[src/pkg/mca_pkg.sv]
/*
 * constants, field layout and types of the circular addressing block.
 * assumes a 32-bit classic wishbone register port and 16-bit pointers.
 */
package mca_pkg;

	localparam int unsigned ADR_W = 8;
	localparam int unsigned PTR_W = 16;
	localparam int unsigned SEL_W = 4;
	localparam int unsigned NUM_AGU = 3;

	// register byte addresses
	localparam logic [ADR_W-1:0] OFS_CTRL   = 8'h00;
	localparam logic [ADR_W-1:0] OFS_XSTART = 8'h04;
	localparam logic [ADR_W-1:0] OFS_XEND   = 8'h08;
	localparam logic [ADR_W-1:0] OFS_YSTART = 8'h0c;
	localparam logic [ADR_W-1:0] OFS_YEND   = 8'h10;
	localparam logic [ADR_W-1:0] OFS_STATUS = 8'h14;
	localparam logic [ADR_W-1:0] OFS_XLEN   = 8'h18;
	localparam logic [ADR_W-1:0] OFS_YLEN   = 8'h1c;

	// control field positions
	localparam int unsigned CTL_XSEL_LSB = 0;
	localparam int unsigned CTL_YSEL_LSB = 4;
	localparam int unsigned CTL_YEN_BIT  = 14;
	localparam int unsigned CTL_XEN_BIT  = 15;
	localparam logic [SEL_W-1:0] SEL_OFF = 4'hf;

	// status field positions
	localparam int unsigned STAT_XWRAP = 0;
	localparam int unsigned STAT_YWRAP = 1;
	localparam int unsigned STAT_XACT  = 2;
	localparam int unsigned STAT_YACT  = 3;

	// reset values
	localparam logic [PTR_W-1:0] CTRL_RESET  = 16'h00ff;
	localparam logic [PTR_W-1:0] BOUND_RESET = 16'h0000;

	// generator indices
	localparam int unsigned AGU_XR = 0;
	localparam int unsigned AGU_XW = 1;
	localparam int unsigned AGU_Y  = 2;

	// longest buffer in words
	localparam logic [16:0] MAX_LEN_WORDS = 17'h08000;

	typedef logic [PTR_W-1:0] mca_ptr_t;
	typedef logic [SEL_W-1:0] mca_sel_t;
	typedef enum logic {BUS_IDLE, BUS_ACK} mca_bus_st_t;

endpackage

[src/pkg/mca_agu_if.sv]
/*
 * carrier between the top and one wrap calculator.
 * assumes the top fills configuration and request, the calculator answers.
 */
`timescale 1ns/1ns
interface mca_agu_if;
	import mca_pkg::*;
	logic     active;
	logic     word_only;
	mca_sel_t sel;
	mca_ptr_t start;
	mca_ptr_t stop;
	logic     valid;
	mca_sel_t wreg;
	mca_ptr_t ptr;
	mca_ptr_t step;
	mca_ptr_t next_ptr;
	logic     wrapped;

	modport ctl (output active, word_only, sel, start, stop, valid, wreg,
		ptr, step, input next_ptr, wrapped);
	modport calc (input active, word_only, sel, start, stop, valid, wreg,
		ptr, step, output next_ptr, wrapped);
endinterface

[src/design/mca_ctl_decode.sv]
/*
 * decodes the control word into per-space activity and buffer lengths.
 * assumes start and end are inclusive byte addresses.
 */
`timescale 1ns/1ns
module mca_ctl_decode
	import mca_pkg::*;
(
	// configuration
	input  wire mca_ptr_t    ctrl_i,
	input  wire mca_ptr_t    xs_i,
	input  wire mca_ptr_t    xe_i,
	input  wire mca_ptr_t    ys_i,
	input  wire mca_ptr_t    ye_i,
	// decoded
	output logic             x_act_o,
	output logic             y_act_o,
	output mca_sel_t         x_sel_o,
	output mca_sel_t         y_sel_o,
	output logic [16:0]      x_len_o,
	output logic [16:0]      y_len_o
);
	import mca_pkg::*;

	always_comb begin
		x_sel_o = ctrl_i[CTL_XSEL_LSB +: SEL_W];
		y_sel_o = ctrl_i[CTL_YSEL_LSB +: SEL_W];
		x_act_o = ctrl_i[CTL_XEN_BIT] && (x_sel_o != SEL_OFF);
		y_act_o = ctrl_i[CTL_YEN_BIT] && (y_sel_o != SEL_OFF);
		// length in words from the boundary difference, capped at MAX_LEN_WORDS
		x_len_o = 17'(({1'b0, xe_i} - {1'b0, xs_i} + 17'h00001) >> 1);
		y_len_o = 17'(({1'b0, ye_i} - {1'b0, ys_i} + 17'h00001) >> 1);
		if (x_len_o > MAX_LEN_WORDS) begin
			x_len_o = MAX_LEN_WORDS;
		end
		if (y_len_o > MAX_LEN_WORDS) begin
			y_len_o = MAX_LEN_WORDS;
		end
	end
endmodule

[src/design/mca_top.sv]
/*
 * circular addressing extension of the address generators: wishbone
 * register file, control decode and three wrap calculators (x read,
 * x write, y). assumes the core presents one pointer update per
 * generator as a one-cycle valid with the working register index.
 */
// The register offsets and register access over Wishbone were decided locally.
`timescale 1ns/1ns
module mca_top
	import mca_pkg::*;
(
	// clock and reset
	input  wire logic                        clk_i,
	input  wire logic                        rst_i,
	// wishbone slave
	input  wire logic                        wb_cyc_i,
	input  wire logic                        wb_stb_i,
	input  wire logic                        wb_we_i,
	input  wire logic [mca_pkg::ADR_W-1:0]   wb_adr_i,
	input  wire logic [3:0]                  wb_sel_i,
	input  wire logic [31:0]                 wb_dat_i,
	output logic      [31:0]                 wb_dat_o,
	output logic                             wb_ack_o,
	// generator requests, index 0 x read, 1 x write, 2 y
	input  wire logic [mca_pkg::NUM_AGU-1:0] agu_valid_i,
	input  wire logic [mca_pkg::NUM_AGU-1:0][mca_pkg::SEL_W-1:0] agu_wreg_i,
	input  wire logic [mca_pkg::NUM_AGU-1:0][mca_pkg::PTR_W-1:0] agu_ptr_i,
	input  wire logic [mca_pkg::NUM_AGU-1:0][mca_pkg::PTR_W-1:0] agu_step_i,
	// generator answers
	output logic      [mca_pkg::NUM_AGU-1:0] agu_done_o,
	output logic      [mca_pkg::NUM_AGU-1:0] agu_wrapped_o,
	output logic      [mca_pkg::NUM_AGU-1:0][mca_pkg::PTR_W-1:0] agu_ptr_o,
	// decoded activity for the core
	output logic                             x_active_o,
	output logic                             y_active_o
);
	import mca_pkg::*;

	////////////////////////////////////////////////////////////////////////
	// state

	typedef struct packed {
		mca_bus_st_t                         bus;
		logic [31:0]                         rdata;
		mca_ptr_t                            ctrl;
		mca_ptr_t                            xs;
		mca_ptr_t                            xe;
		mca_ptr_t                            ys;
		mca_ptr_t                            ye;
		logic [1:0]                          wrap_flag;
		logic [NUM_AGU-1:0]                  done;
		logic [NUM_AGU-1:0]                  wrapped;
		logic [NUM_AGU-1:0][PTR_W-1:0]       ptr;
		logic                                x_act;
		logic                                y_act;
	} mca_top_state_t;

	mca_top_state_t r;
	mca_top_state_t next_r;

	logic               x_act;
	logic               y_act;
	mca_sel_t           x_sel;
	mca_sel_t           y_sel;
	logic [16:0]        x_len;
	logic [16:0]        y_len;
	logic               req;
	logic               wr;
	logic [NUM_AGU-1:0] calc_wrapped;
	logic [NUM_AGU-1:0][PTR_W-1:0] calc_ptr;

	////////////////////////////////////////////////////////////////////////
	// control decode

	mca_ctl_decode u_dec (
		.ctrl_i  (r.ctrl),
		.xs_i    (r.xs),
		.xe_i    (r.xe),
		.ys_i    (r.ys),
		.ye_i    (r.ye),
		.x_act_o (x_act),
		.y_act_o (y_act),
		.x_sel_o (x_sel),
		.y_sel_o (y_sel),
		.x_len_o (x_len),
		.y_len_o (y_len)
	);

	////////////////////////////////////////////////////////////////////////
	// wrap calculators, the x pair shares the x buffer

	for (genvar g = 0; g < NUM_AGU; g++) begin : g_agu
		mca_agu_if ag ();
		localparam bit IS_Y = (g == AGU_Y);

		// only the y generator forces its pointers to even addresses
		assign ag.active    = IS_Y ? y_act : x_act;
		assign ag.sel       = IS_Y ? y_sel : x_sel;
		assign ag.start     = IS_Y ? r.ys : r.xs;
		assign ag.stop      = IS_Y ? r.ye : r.xe;
		assign ag.word_only = IS_Y;
		assign ag.valid     = agu_valid_i[g];
		assign ag.wreg      = agu_wreg_i[g];
		assign ag.ptr       = agu_ptr_i[g];
		assign ag.step      = agu_step_i[g];
		assign calc_ptr[g]     = ag.next_ptr;
		assign calc_wrapped[g] = ag.wrapped;

		mca_wrap u_wrap (
			.a (ag)
		);
	end

	////////////////////////////////////////////////////////////////////////
	// byte lane merge for the 16-bit registers

	function automatic mca_ptr_t merge(input mca_ptr_t old_v,
		input logic [31:0] d, input logic [3:0] be);
		mca_ptr_t v;
		v = old_v;
		if (be[0]) begin
			v[7:0] = d[7:0];
		end
		if (be[1]) begin
			v[15:8] = d[15:8];
		end
		return v;
	endfunction

	////////////////////////////////////////////////////////////////////////
	// next state

	assign req = wb_cyc_i && wb_stb_i;
	assign wr  = req && wb_we_i && (r.bus == BUS_IDLE);

	always_comb begin
		next_r = r;

		// generator answers are registered one cycle after the request
		next_r.done    = agu_valid_i;
		next_r.wrapped = calc_wrapped & agu_valid_i;
		for (int i = 0; i < NUM_AGU; i++) begin
			if (agu_valid_i[i]) begin
				next_r.ptr[i] = calc_ptr[i];
			end
		end
		next_r.x_act = x_act;
		next_r.y_act = y_act;

		// bus handshake: one ack per request, then a forced idle cycle
		case (r.bus)
			BUS_IDLE: begin
				if (req) begin
					next_r.bus = BUS_ACK;
				end
			end
			BUS_ACK: begin
				next_r.bus = BUS_IDLE;
			end
			default: begin
				next_r.bus = BUS_IDLE;
			end
		endcase

		// register writes
		if (wr) begin
			if (wb_adr_i == OFS_CTRL) begin
				next_r.ctrl = merge(r.ctrl, wb_dat_i, wb_sel_i);
			end else if (wb_adr_i == OFS_XSTART) begin
				next_r.xs = merge(r.xs, wb_dat_i, wb_sel_i);
			end else if (wb_adr_i == OFS_XEND) begin
				next_r.xe = merge(r.xe, wb_dat_i, wb_sel_i);
			end else if (wb_adr_i == OFS_YSTART) begin
				next_r.ys = merge(r.ys, wb_dat_i, wb_sel_i);
			end else if (wb_adr_i == OFS_YEND) begin
				next_r.ye = merge(r.ye, wb_dat_i, wb_sel_i);
			end else if (wb_adr_i == OFS_STATUS && wb_sel_i[0]) begin
				// write one to clear
				next_r.wrap_flag = r.wrap_flag &
					~wb_dat_i[STAT_YWRAP:STAT_XWRAP];
			end
		end

		// a wrap in the clearing cycle still sets its flag
		if ((agu_valid_i[AGU_XR] && calc_wrapped[AGU_XR]) ||
			(agu_valid_i[AGU_XW] && calc_wrapped[AGU_XW])) begin
			next_r.wrap_flag[STAT_XWRAP] = 1'b1;
		end
		if (agu_valid_i[AGU_Y] && calc_wrapped[AGU_Y]) begin
			next_r.wrap_flag[STAT_YWRAP] = 1'b1;
		end

		// read data, unmapped addresses answer zero
		next_r.rdata = 32'h00000000;
		if (req && r.bus == BUS_IDLE && !wb_we_i) begin
			if (wb_adr_i == OFS_CTRL) begin
				next_r.rdata[PTR_W-1:0] = r.ctrl;
			end else if (wb_adr_i == OFS_XSTART) begin
				next_r.rdata[PTR_W-1:0] = r.xs;
			end else if (wb_adr_i == OFS_XEND) begin
				next_r.rdata[PTR_W-1:0] = r.xe;
			end else if (wb_adr_i == OFS_YSTART) begin
				next_r.rdata[PTR_W-1:0] = r.ys;
			end else if (wb_adr_i == OFS_YEND) begin
				next_r.rdata[PTR_W-1:0] = r.ye;
			end else if (wb_adr_i == OFS_STATUS) begin
				next_r.rdata[STAT_YWRAP:STAT_XWRAP] = r.wrap_flag;
				next_r.rdata[STAT_XACT] = x_act;
				next_r.rdata[STAT_YACT] = y_act;
			end else if (wb_adr_i == OFS_XLEN) begin
				next_r.rdata[16:0] = x_len;
			end else if (wb_adr_i == OFS_YLEN) begin
				next_r.rdata[16:0] = y_len;
			end
		end
	end

	////////////////////////////////////////////////////////////////////////
	// registers

	always_ff @(posedge clk_i) begin
		if (rst_i) begin
			r           <= '0;
			r.bus       <= BUS_IDLE;
			r.ctrl      <= CTRL_RESET;
			r.xs        <= BOUND_RESET;
			r.xe        <= BOUND_RESET;
			r.ys        <= BOUND_RESET;
			r.ye        <= BOUND_RESET;
		end else begin
			r <= next_r;
		end
	end

	////////////////////////////////////////////////////////////////////////
	// outputs

	assign wb_ack_o      = (r.bus == BUS_ACK);
	assign wb_dat_o      = r.rdata;
	assign agu_done_o    = r.done;
	assign agu_wrapped_o = r.wrapped;
	assign agu_ptr_o     = r.ptr;
	assign x_active_o    = r.x_act;
	assign y_active_o    = r.y_act;

endmodule

[src/design/mca_wrap.sv]
/*
 * one wrap calculator: adds the step and folds the pointer back into the
 * buffer. assumes step is a two's complement byte offset.
 */
`timescale 1ns/1ns
module mca_wrap
	import mca_pkg::*;
(
	// request and answer
	mca_agu_if.calc a
);
	import mca_pkg::*;

	logic [16:0] up_sum;
	logic [16:0] mag;
	logic        hit;
	logic        neg;
	mca_ptr_t    sum;

	always_comb begin
		hit = a.active && a.valid && (a.wreg == a.sel);
		neg = a.step[PTR_W-1];
		mag = 17'({1'b0, ~a.step} + 17'h00001);
		up_sum = {1'b0, a.ptr} + {1'b0, a.step};
		sum = a.ptr + a.step;
		a.wrapped = 1'b0;
		a.next_ptr = sum;
		// both boundaries are checked so buffers of any length run both ways
		if (hit && !neg && a.ptr <= a.stop && up_sum > {1'b0, a.stop}) begin
			a.next_ptr = a.start;
			a.wrapped = 1'b1;
		end else if (hit && neg && a.ptr >= a.start &&
			({1'b0, a.ptr} < mag || sum < a.start)) begin
			a.next_ptr = a.stop;
			a.wrapped = 1'b1;
		end
		if (a.word_only) begin
			a.next_ptr[0] = 1'b0;
		end
	end
endmodule

[config.mk]
export PLATFORM = sky130hd
export DESIGN_NAME = mca_top
export DESIGN_NICKNAME = d
export VERILOG_FILES = /design/src/pkg/mca_pkg.sv /design/src/pkg/mca_agu_if.sv /design/src/design/mca_ctl_decode.sv /design/src/design/mca_top.sv /design/src/design/mca_wrap.sv
export SDC_FILE = /design/constraint.sdc
export NUM_CORES = 1
export LEC_CHECK = 0
export ABC_AREA = 1
export BUFFER_PORTS_ARGS = -buffer_cell sky130_fd_sc_hd__buf_2
export CORE_MARGIN = 3
export CORE_UTILIZATION = 45
export DETAILED_ROUTE_END_ITERATION = 10
export PLACE_DENSITY = 0.77
export SLEW_MARGIN = 40
export SYNTH_ARGS = -nofsm -noshare
export SYNTH_HDL_FRONTEND = slang
export SYNTH_SLANG_ARGS = --single-unit
[constraint.sdc]
create_clock -name clk_i -period 7.9 [get_ports clk_i]
set_clock_uncertainty 0.05 [all_clocks]
set_input_delay 0.395 -clock clk_i [delete_from_list [all_inputs] [get_ports clk_i]]
set_output_delay 0.395 -clock clk_i [all_outputs]
set_load 0.01 [all_outputs]
; ---- Word level (Yosys, flattened, before mapping)
; Index checks and enable logic that the tools add are counted.
[word_totals]
reg_bits = 170
inputBits = 160
output_inout_bits = 89
elab_cells = 183
[classes]
n_addsub = 13
magnitude_cmp = 17
n_eq_ne = 22
n_mux = 34
bitwise = 12
reduce_logical = 62
[ops]
columns = op, n
row1 = 16-bit 2-to-1 mux, 13
row2 = 16-bit by 1-bit adder with 17-bit output (second input constant), 3
row3 = 16-bit by 16-bit adder with 17-bit output, 3
row4 = 17-bit by 16-bit > comparator with 1-bit output, 3
row5 = 16-bit by 17-bit < comparator with 1-bit output, 3
row6 = 16-bit adder, 3
row7 = 16-bit >= comparator, 3
row8 = 16-bit <= comparator, 3
row9 = 16-bit < comparator, 3
row10 = 16-bit NOT, 3
row11 = 1-bit logical AND, 35
row12 = 17-bit by 1-bit adder with 17-bit output (second input constant), 2
row13 = 17-bit 2-to-1 mux, 2
row14 = 16-bit by 16-bit subtractor with 17-bit output, 2
row15 = 8-bit by 5-bit equality test with 1-bit output (second input constant), 4
row16 = 16-bit > comparator (second input constant), 2
row17 = 7-bit AND reduction, 4
row18 = 2-bit by 1-bit != test with 1-bit output (second input constant), 10
row19 = 8-bit by 4-bit equality test with 1-bit output (second input constant), 2
row20 = 2-bit 2-to-1 mux, 7
row21 = 13-bit 2-to-1 mux, 1
row22 = 4-bit equality test, 3
row23 = 6-bit AND reduction, 2
row24 = 5-bit AND reduction, 2
row25 = other kinds (17), 42

; ---- Depth between registers and ports, before layout
[depth]
ltp_word = 13
depth_mapped = 28

; ---- By module
; Synthesis repeated with hierarchy kept, for this count alone.
[unflattened]
cells_unflattened = 3200
area_unflattened_um2 = 20603.5
[modules_own_cells]
columns = mod, n_inst, cells_per_inst, area_per_inst_um2
row1 = mca_top, 1, 952, 7010.5
row2 = mca_wrap at g_agu[2].u_wrap, 1, 574, 3691.0
row3 = mca_wrap at g_agu[1].u_wrap, 1, 582, 3631.0
row4 = mca_wrap at g_agu[0].u_wrap, 1, 577, 3450.8
row5 = mca_ctl_decode, 1, 515, 2820.2

; ---- Worst setup path after synthesis
; Ideal clock, no wire load.
[synth_path]
kind = input to register
from = in agu_ptr_i[32] in the netlist's numbering
to = reg r (netlist bit agu_ptr_o[43])
setup_ps = 141
t_arrival_ps = 3200
required_time_ps = 7709
slack_ps = 4509
path_stages = 22
n_path_buf = 1
path_cell_list = ha_1 -> fa_1 -> nand3_1 -> nand2_2 -> nand2_2 -> nand2_2 -> nand2_1 -> nand2_1 -> a21oi_1 -> xor2_1 -> ha_1 -> a21oi_1 -> nor2_1 -> a211oi_1 -> nor3_1 -> nor2_2 -> nand3_4 -> nand3_4 -> buf_6 -> nand3_2 -> nand3_1 -> a21oi_1
[synth_via]
elab_chain_cells = 6
elab_cells_between_ends = 14
cone_classes = add/sub (2) / order compare (5) / mux (2) / reduce/logical (5)
[synth_lines]
columns = item, line_no
row1 = start: declaration, mca_top.sv:27  ; input wire logic [mca_pkg::NUM_AGU-1:0][mca_pkg::PTR_W-1:0] agu_ptr_i,
row2 = 16-bit adder, mca_wrap.sv:25  ; sum = a.ptr + a.step;
row3 = 16-bit < comparator, mca_wrap.sv:33  ; ({1'b0, a.ptr} < mag || sum < a.start)) begin
row4 = 1-bit logical OR, mca_wrap.sv:33
row5 = 1-bit logical AND, mca_wrap.sv:32  ; end else if (hit && neg && a.ptr >= a.start &&
row6 = 16-bit 2-to-1 mux, mca_wrap.sv:32
row7 = 16-bit 2-to-1 mux *, mca_wrap.sv:29  ; if (hit && !neg && a.ptr <= a.stop && up_sum > {1'b0, a.stop}) begin
row8 = end signal: assignment, mca_top.sv:231  ; r <= next_r;
row9 = end: declaration, mca_top.sv:58  ; mca_top_state_t r;
; Mark *: on every way between the ends. The rest lies on a longest branch, timed or not.
; A chain may end at the register's enable or synchronous reset.

; ---- Worst setup path after layout
[layout_path]
from = in agu_ptr_i[19] in the netlist's numbering
to = reg r (netlist bit agu_ptr_o[29])
; Same word-level chain as after synthesis.

==> metrics.md <==
| Metric | Value |
|---|---|
| Synth Area per Inst | `6.59 um2` |
| WL/cell | `17.6 um` |
| Number of global-route vias before repair | `18335` |
| Crit path cell chain | `buf_2, ha_1, inv_1, nor3_1, nand3_1, nand3_1, nand3_1, nand2_1, nand3_1, nand2_1, xor2_1, ha_1, nand4_1, nor2_1, nand4_1, nand3_2, o211ai_1, nand2_1, inv_1` |
| Hold Vio Cnt, Final | `0` |
| Clk_lat worst skew | `0.46 ns` |
| First-pass GRT wire length | `100 mm` |
| Drt initial violations | `2142` |
| Starting Density | `46.0%` |
| Setup TNS | `0 ns` |
| Setup Fix Bufs, Post-CTS | `0` |
| RSZ-0062 raised after global routing | `no` |
| Slew headroom | `49.3%` |
| Fin crit share | `53.1%` |
| Fillers | `4440` |
| Worst-path clk slew | `0.07 ns` |
| Leak | `10.7 nW` |
| Count of final max-slew check failures | `0` |
| Vias post-DR | `20258` |
| Area of the multi-input gates | `14100 um2` |
| Hold path start | `wb_dat_i[1]` |
| Most common cell in the netlist | `nand2_1` |
| Initial antenna violation count | `3` |
| Setup crit start kind | `input pin` |
| Layout net count | `3585` |
| Final Instance Area | `21100 um2` |
| Max Fclk | `0.238 GHz` |
| Async set or reset register ratio after synthesis | `0%` |
| TritonCTS clock tree | `done` |
| Worst-margin pin slew | `0.761 ns` |
| Hold buffers post-CTS | `0` |
| Most frequent cells after synthesis | `nand2_1 (670), inv_1 (349), ha_1 (348), a21oi_1 (277), nor2_1 (220)` |
| Drt total wl | `64.6 mm` |
| DR pass1 iterations | `6` |
| Mapped cell area | `19500 um2` |
| Result of the run | `complete, no violations` |
| Synth Register Bits | `154` |
| Critical path origin | `agu_ptr_i[19]` |
| I/O Buffers | `213` |
| Post-CTS sizing | `0` |
| Critical Path AT | `4.54 ns` |
| CORE AREA | `42400 um2` |
| Largest delay share family, worst path | `simple AND/OR/NAND/NOR gates` |
| Ratio of cells with drive above 1 in the final layout | `11.9%` |
| Critical path class | `input pin to register` |
| Post-synth EDFFs | `0` |
| Cell Area, Placed | `20500 um2` |
| H-tree Lvls | `4` |
| FP Rows | `75` |
| Final WS setup | `3.71 ns` |
| Maximum VDD drop | `139 uV` |
| Yosys top cell area share | `22.3%` |
| Synth Instances | `2963` |
| Post-placement setup slack | `3.38 ns` |
| Maximum fanout along the worst path | `20` |
| CP max stage delay | `0.59 ns` |
| RD Place Congestion | `0.983` |
| Largest cells by area after synthesis | `ha_1 (22%), dfxtp_1 (16%), nand2_1 (13%)` |
| Ports | `249` |
| Hold crit path type | `input pin to register` |
| Sequential cell area | `3080 um2` |
| Synth unique cells | `52` |
| Req. time, crit path | `8.25 ns` |
| Most used cell, CP | `nand3_1` |
| Ys Warns | `0` |
| Crit path time final | `4.19 ns` |
| Critical R2R Launch | `g_agu[0].ag.stop[1]` |
| Die area | `45900 um2` |
| Pin count of the biggest net entering global routing | `82` |
| Crit end category | `register` |
| Area delta synth->final | `7.82%` |
| Largest area contributor in the netlist | `ha_1` |
| Crit path buf inv count | `3` |
| Clk root buf | `clkbuf_16` |
| Routed Antenna Nets | `0` |
| Ys flop type | `dfxtp_1` |
| Chip Height | `214 um` |
| Total Power | `2.65 mW` |
| Max Root-Sink Buffers | `2` |
| Final setup vio count | `0` |
| Post-synthesis sequential area ratio | `15.8%` |
| Total gr overflow | `0` |
| Vias/cell | `5.53` |
| CTS buffer count | `17` |
| Max-capacitance violation count | `0` |
| Slowest stage cell on the critical path | `nand3_2` |
| PD cells | `126 nW/um2` |
| GRT Util Overall | `27.2%` |
| CTS sink count | `154` |
| Die W | `214 um` |
| HPWL Detailed | `52.2 mm` |
| # DRC | `0` |
-- metrics by stage --
| stage | hold slack (ns) | std cells | utilization, % |
|---|---|---|---|
| 6_report | 0.165 | 3663 | 49.6 |
| 5_1_grt | 0.177 | 3663 | 49.6 |
| 4_1_cts | 0.144 | 3661 | 49.6 |
| 3_5_place_dp | 0.406 | 3630 | 48.3 |
| 3_3_place_gp | 0.401 | 3630 | 48.2 |
| 2_1_floorplan | 0.380 | 2979 | - |
-- registers in the layout, summed over array words and instances (netlist names) --
signal          cells
r                  18
wb_dat_o           16
y_active_o          1
x_active_o          1
agu_wrapped_o       3
wb_ack_o            1
agu_done_o          3
g_agu.ag.start     32
g_agu.ag.stop      32
agu_ptr_o          47
-- power by group --
| group | switching, mW | internal [mW] | total (mW) |
|---|---|---|---|
| clock | 0.370 | 0.466 | 0.836 |
| sequential | 0.0154 | 0.802 | 0.817 |
| combinational | 0.629 | 0.372 | 1.00 |
-- worst register-to-register path: stages (launching register included) --
cell     delay (ns)
dfxtp_1        0.40
inv_1          0.21
ha_1           0.33
inv_1          0.06
ha_1           0.16
inv_1          0.06
fa_1           0.41
inv_1          0.11
nand3_1        0.08
nand2_2        0.12
nand2_1        0.06
nand2_1        0.11
xor2_1         0.21
nand3_1        0.10
nor2_1         0.14
nand3_1        0.11
nand2_2        0.22
nand3_1        0.12
nand4_1        0.10
nand2_1        0.07
a21oi_1        0.43
-- cell families (layout without fill, tap and decap cells) --
logic type / Yosys count / after routing / share of synthesized area [%]
AOI/OAI and AO/OA: 545 / 545 / 15.4
xor gates and xnor gates: 89 / 89 / 4.03
adders and majority gates: 353 / 353 / 22.8
buffers and inverters: 517 / 622 / 12.1
DFF: 154 / 154 / 15.8
other: 1 / 19 / 0.0192
and+or+nand+nor: 1304 / 1304 / 29.8
-- final cells by class --
cell class | count | area share (%)
antenna | 2 | 0.0238
clock buffer | 18 | 2.04
clock inverter | 13 | 0.695
inverter | 370 | 6.60
multi-input combinational | 2308 | 67.2
sequential | 154 | 14.6
tap | 577 | 3.43
timing repair buffer | 221 | 5.35
-- metal layers --
| layer | vias to the layer above | part of all wire (%) | GRT usage [%] |
|---|---|---|---|
| li1 | 10097 | - | - |
| met1 | 9111 | 43 | 37.0 |
| met2 | 921 | 42 | 41.2 |
| met3 | 129 | 12 | 7.85 |
| met4 | 0 | 3.1 | 9.16 |
| met5 | - | 0 | 0 |
-- cell usage in the layout (no fill, tap or decap), types with 4 or more instances in the layout --
cell         n
nand2_1    670
inv_1      349
ha_1       348
a21oi_1    277
nor2_1     218
buf_2      213
nand3_1    184
o21ai_0    158
dfxtp_1    154
nand4_1     86
xor2_1      74
nor3_1      52
o21ai_1     23
nand2_2     22
o211ai_1    21
a21oi_2     18
inv_2       18
nand3_2     18
conb_1      17
clkbuf_16   17
xnor2_1     14
nand3b_1    12
nor3_2      12
o21a_1       9
nor2_2       8
buf_4        8
a211oi_1     7
o211ai_2     7
o21bai_1     6
a221oi_1     5
fa_1         5
o31ai_1      4
nor4_1       4
clkinv_4     4
-- final timing paths --
| kind | slack (ns) | end | cells past startpoint |
|---|---|---|---|
| setup / recovery | 3.71 | agu_ptr_o[29] | 19 |
| hold / removal | 0.17 | r[123] | 3 |
| setup reg to reg | 4.06 | wb_dat_o[2] | 20 |
| hold reg to reg | 0.41 | agu_ptr_o[26] | 2 |
(Power assumes the default switching activity.)
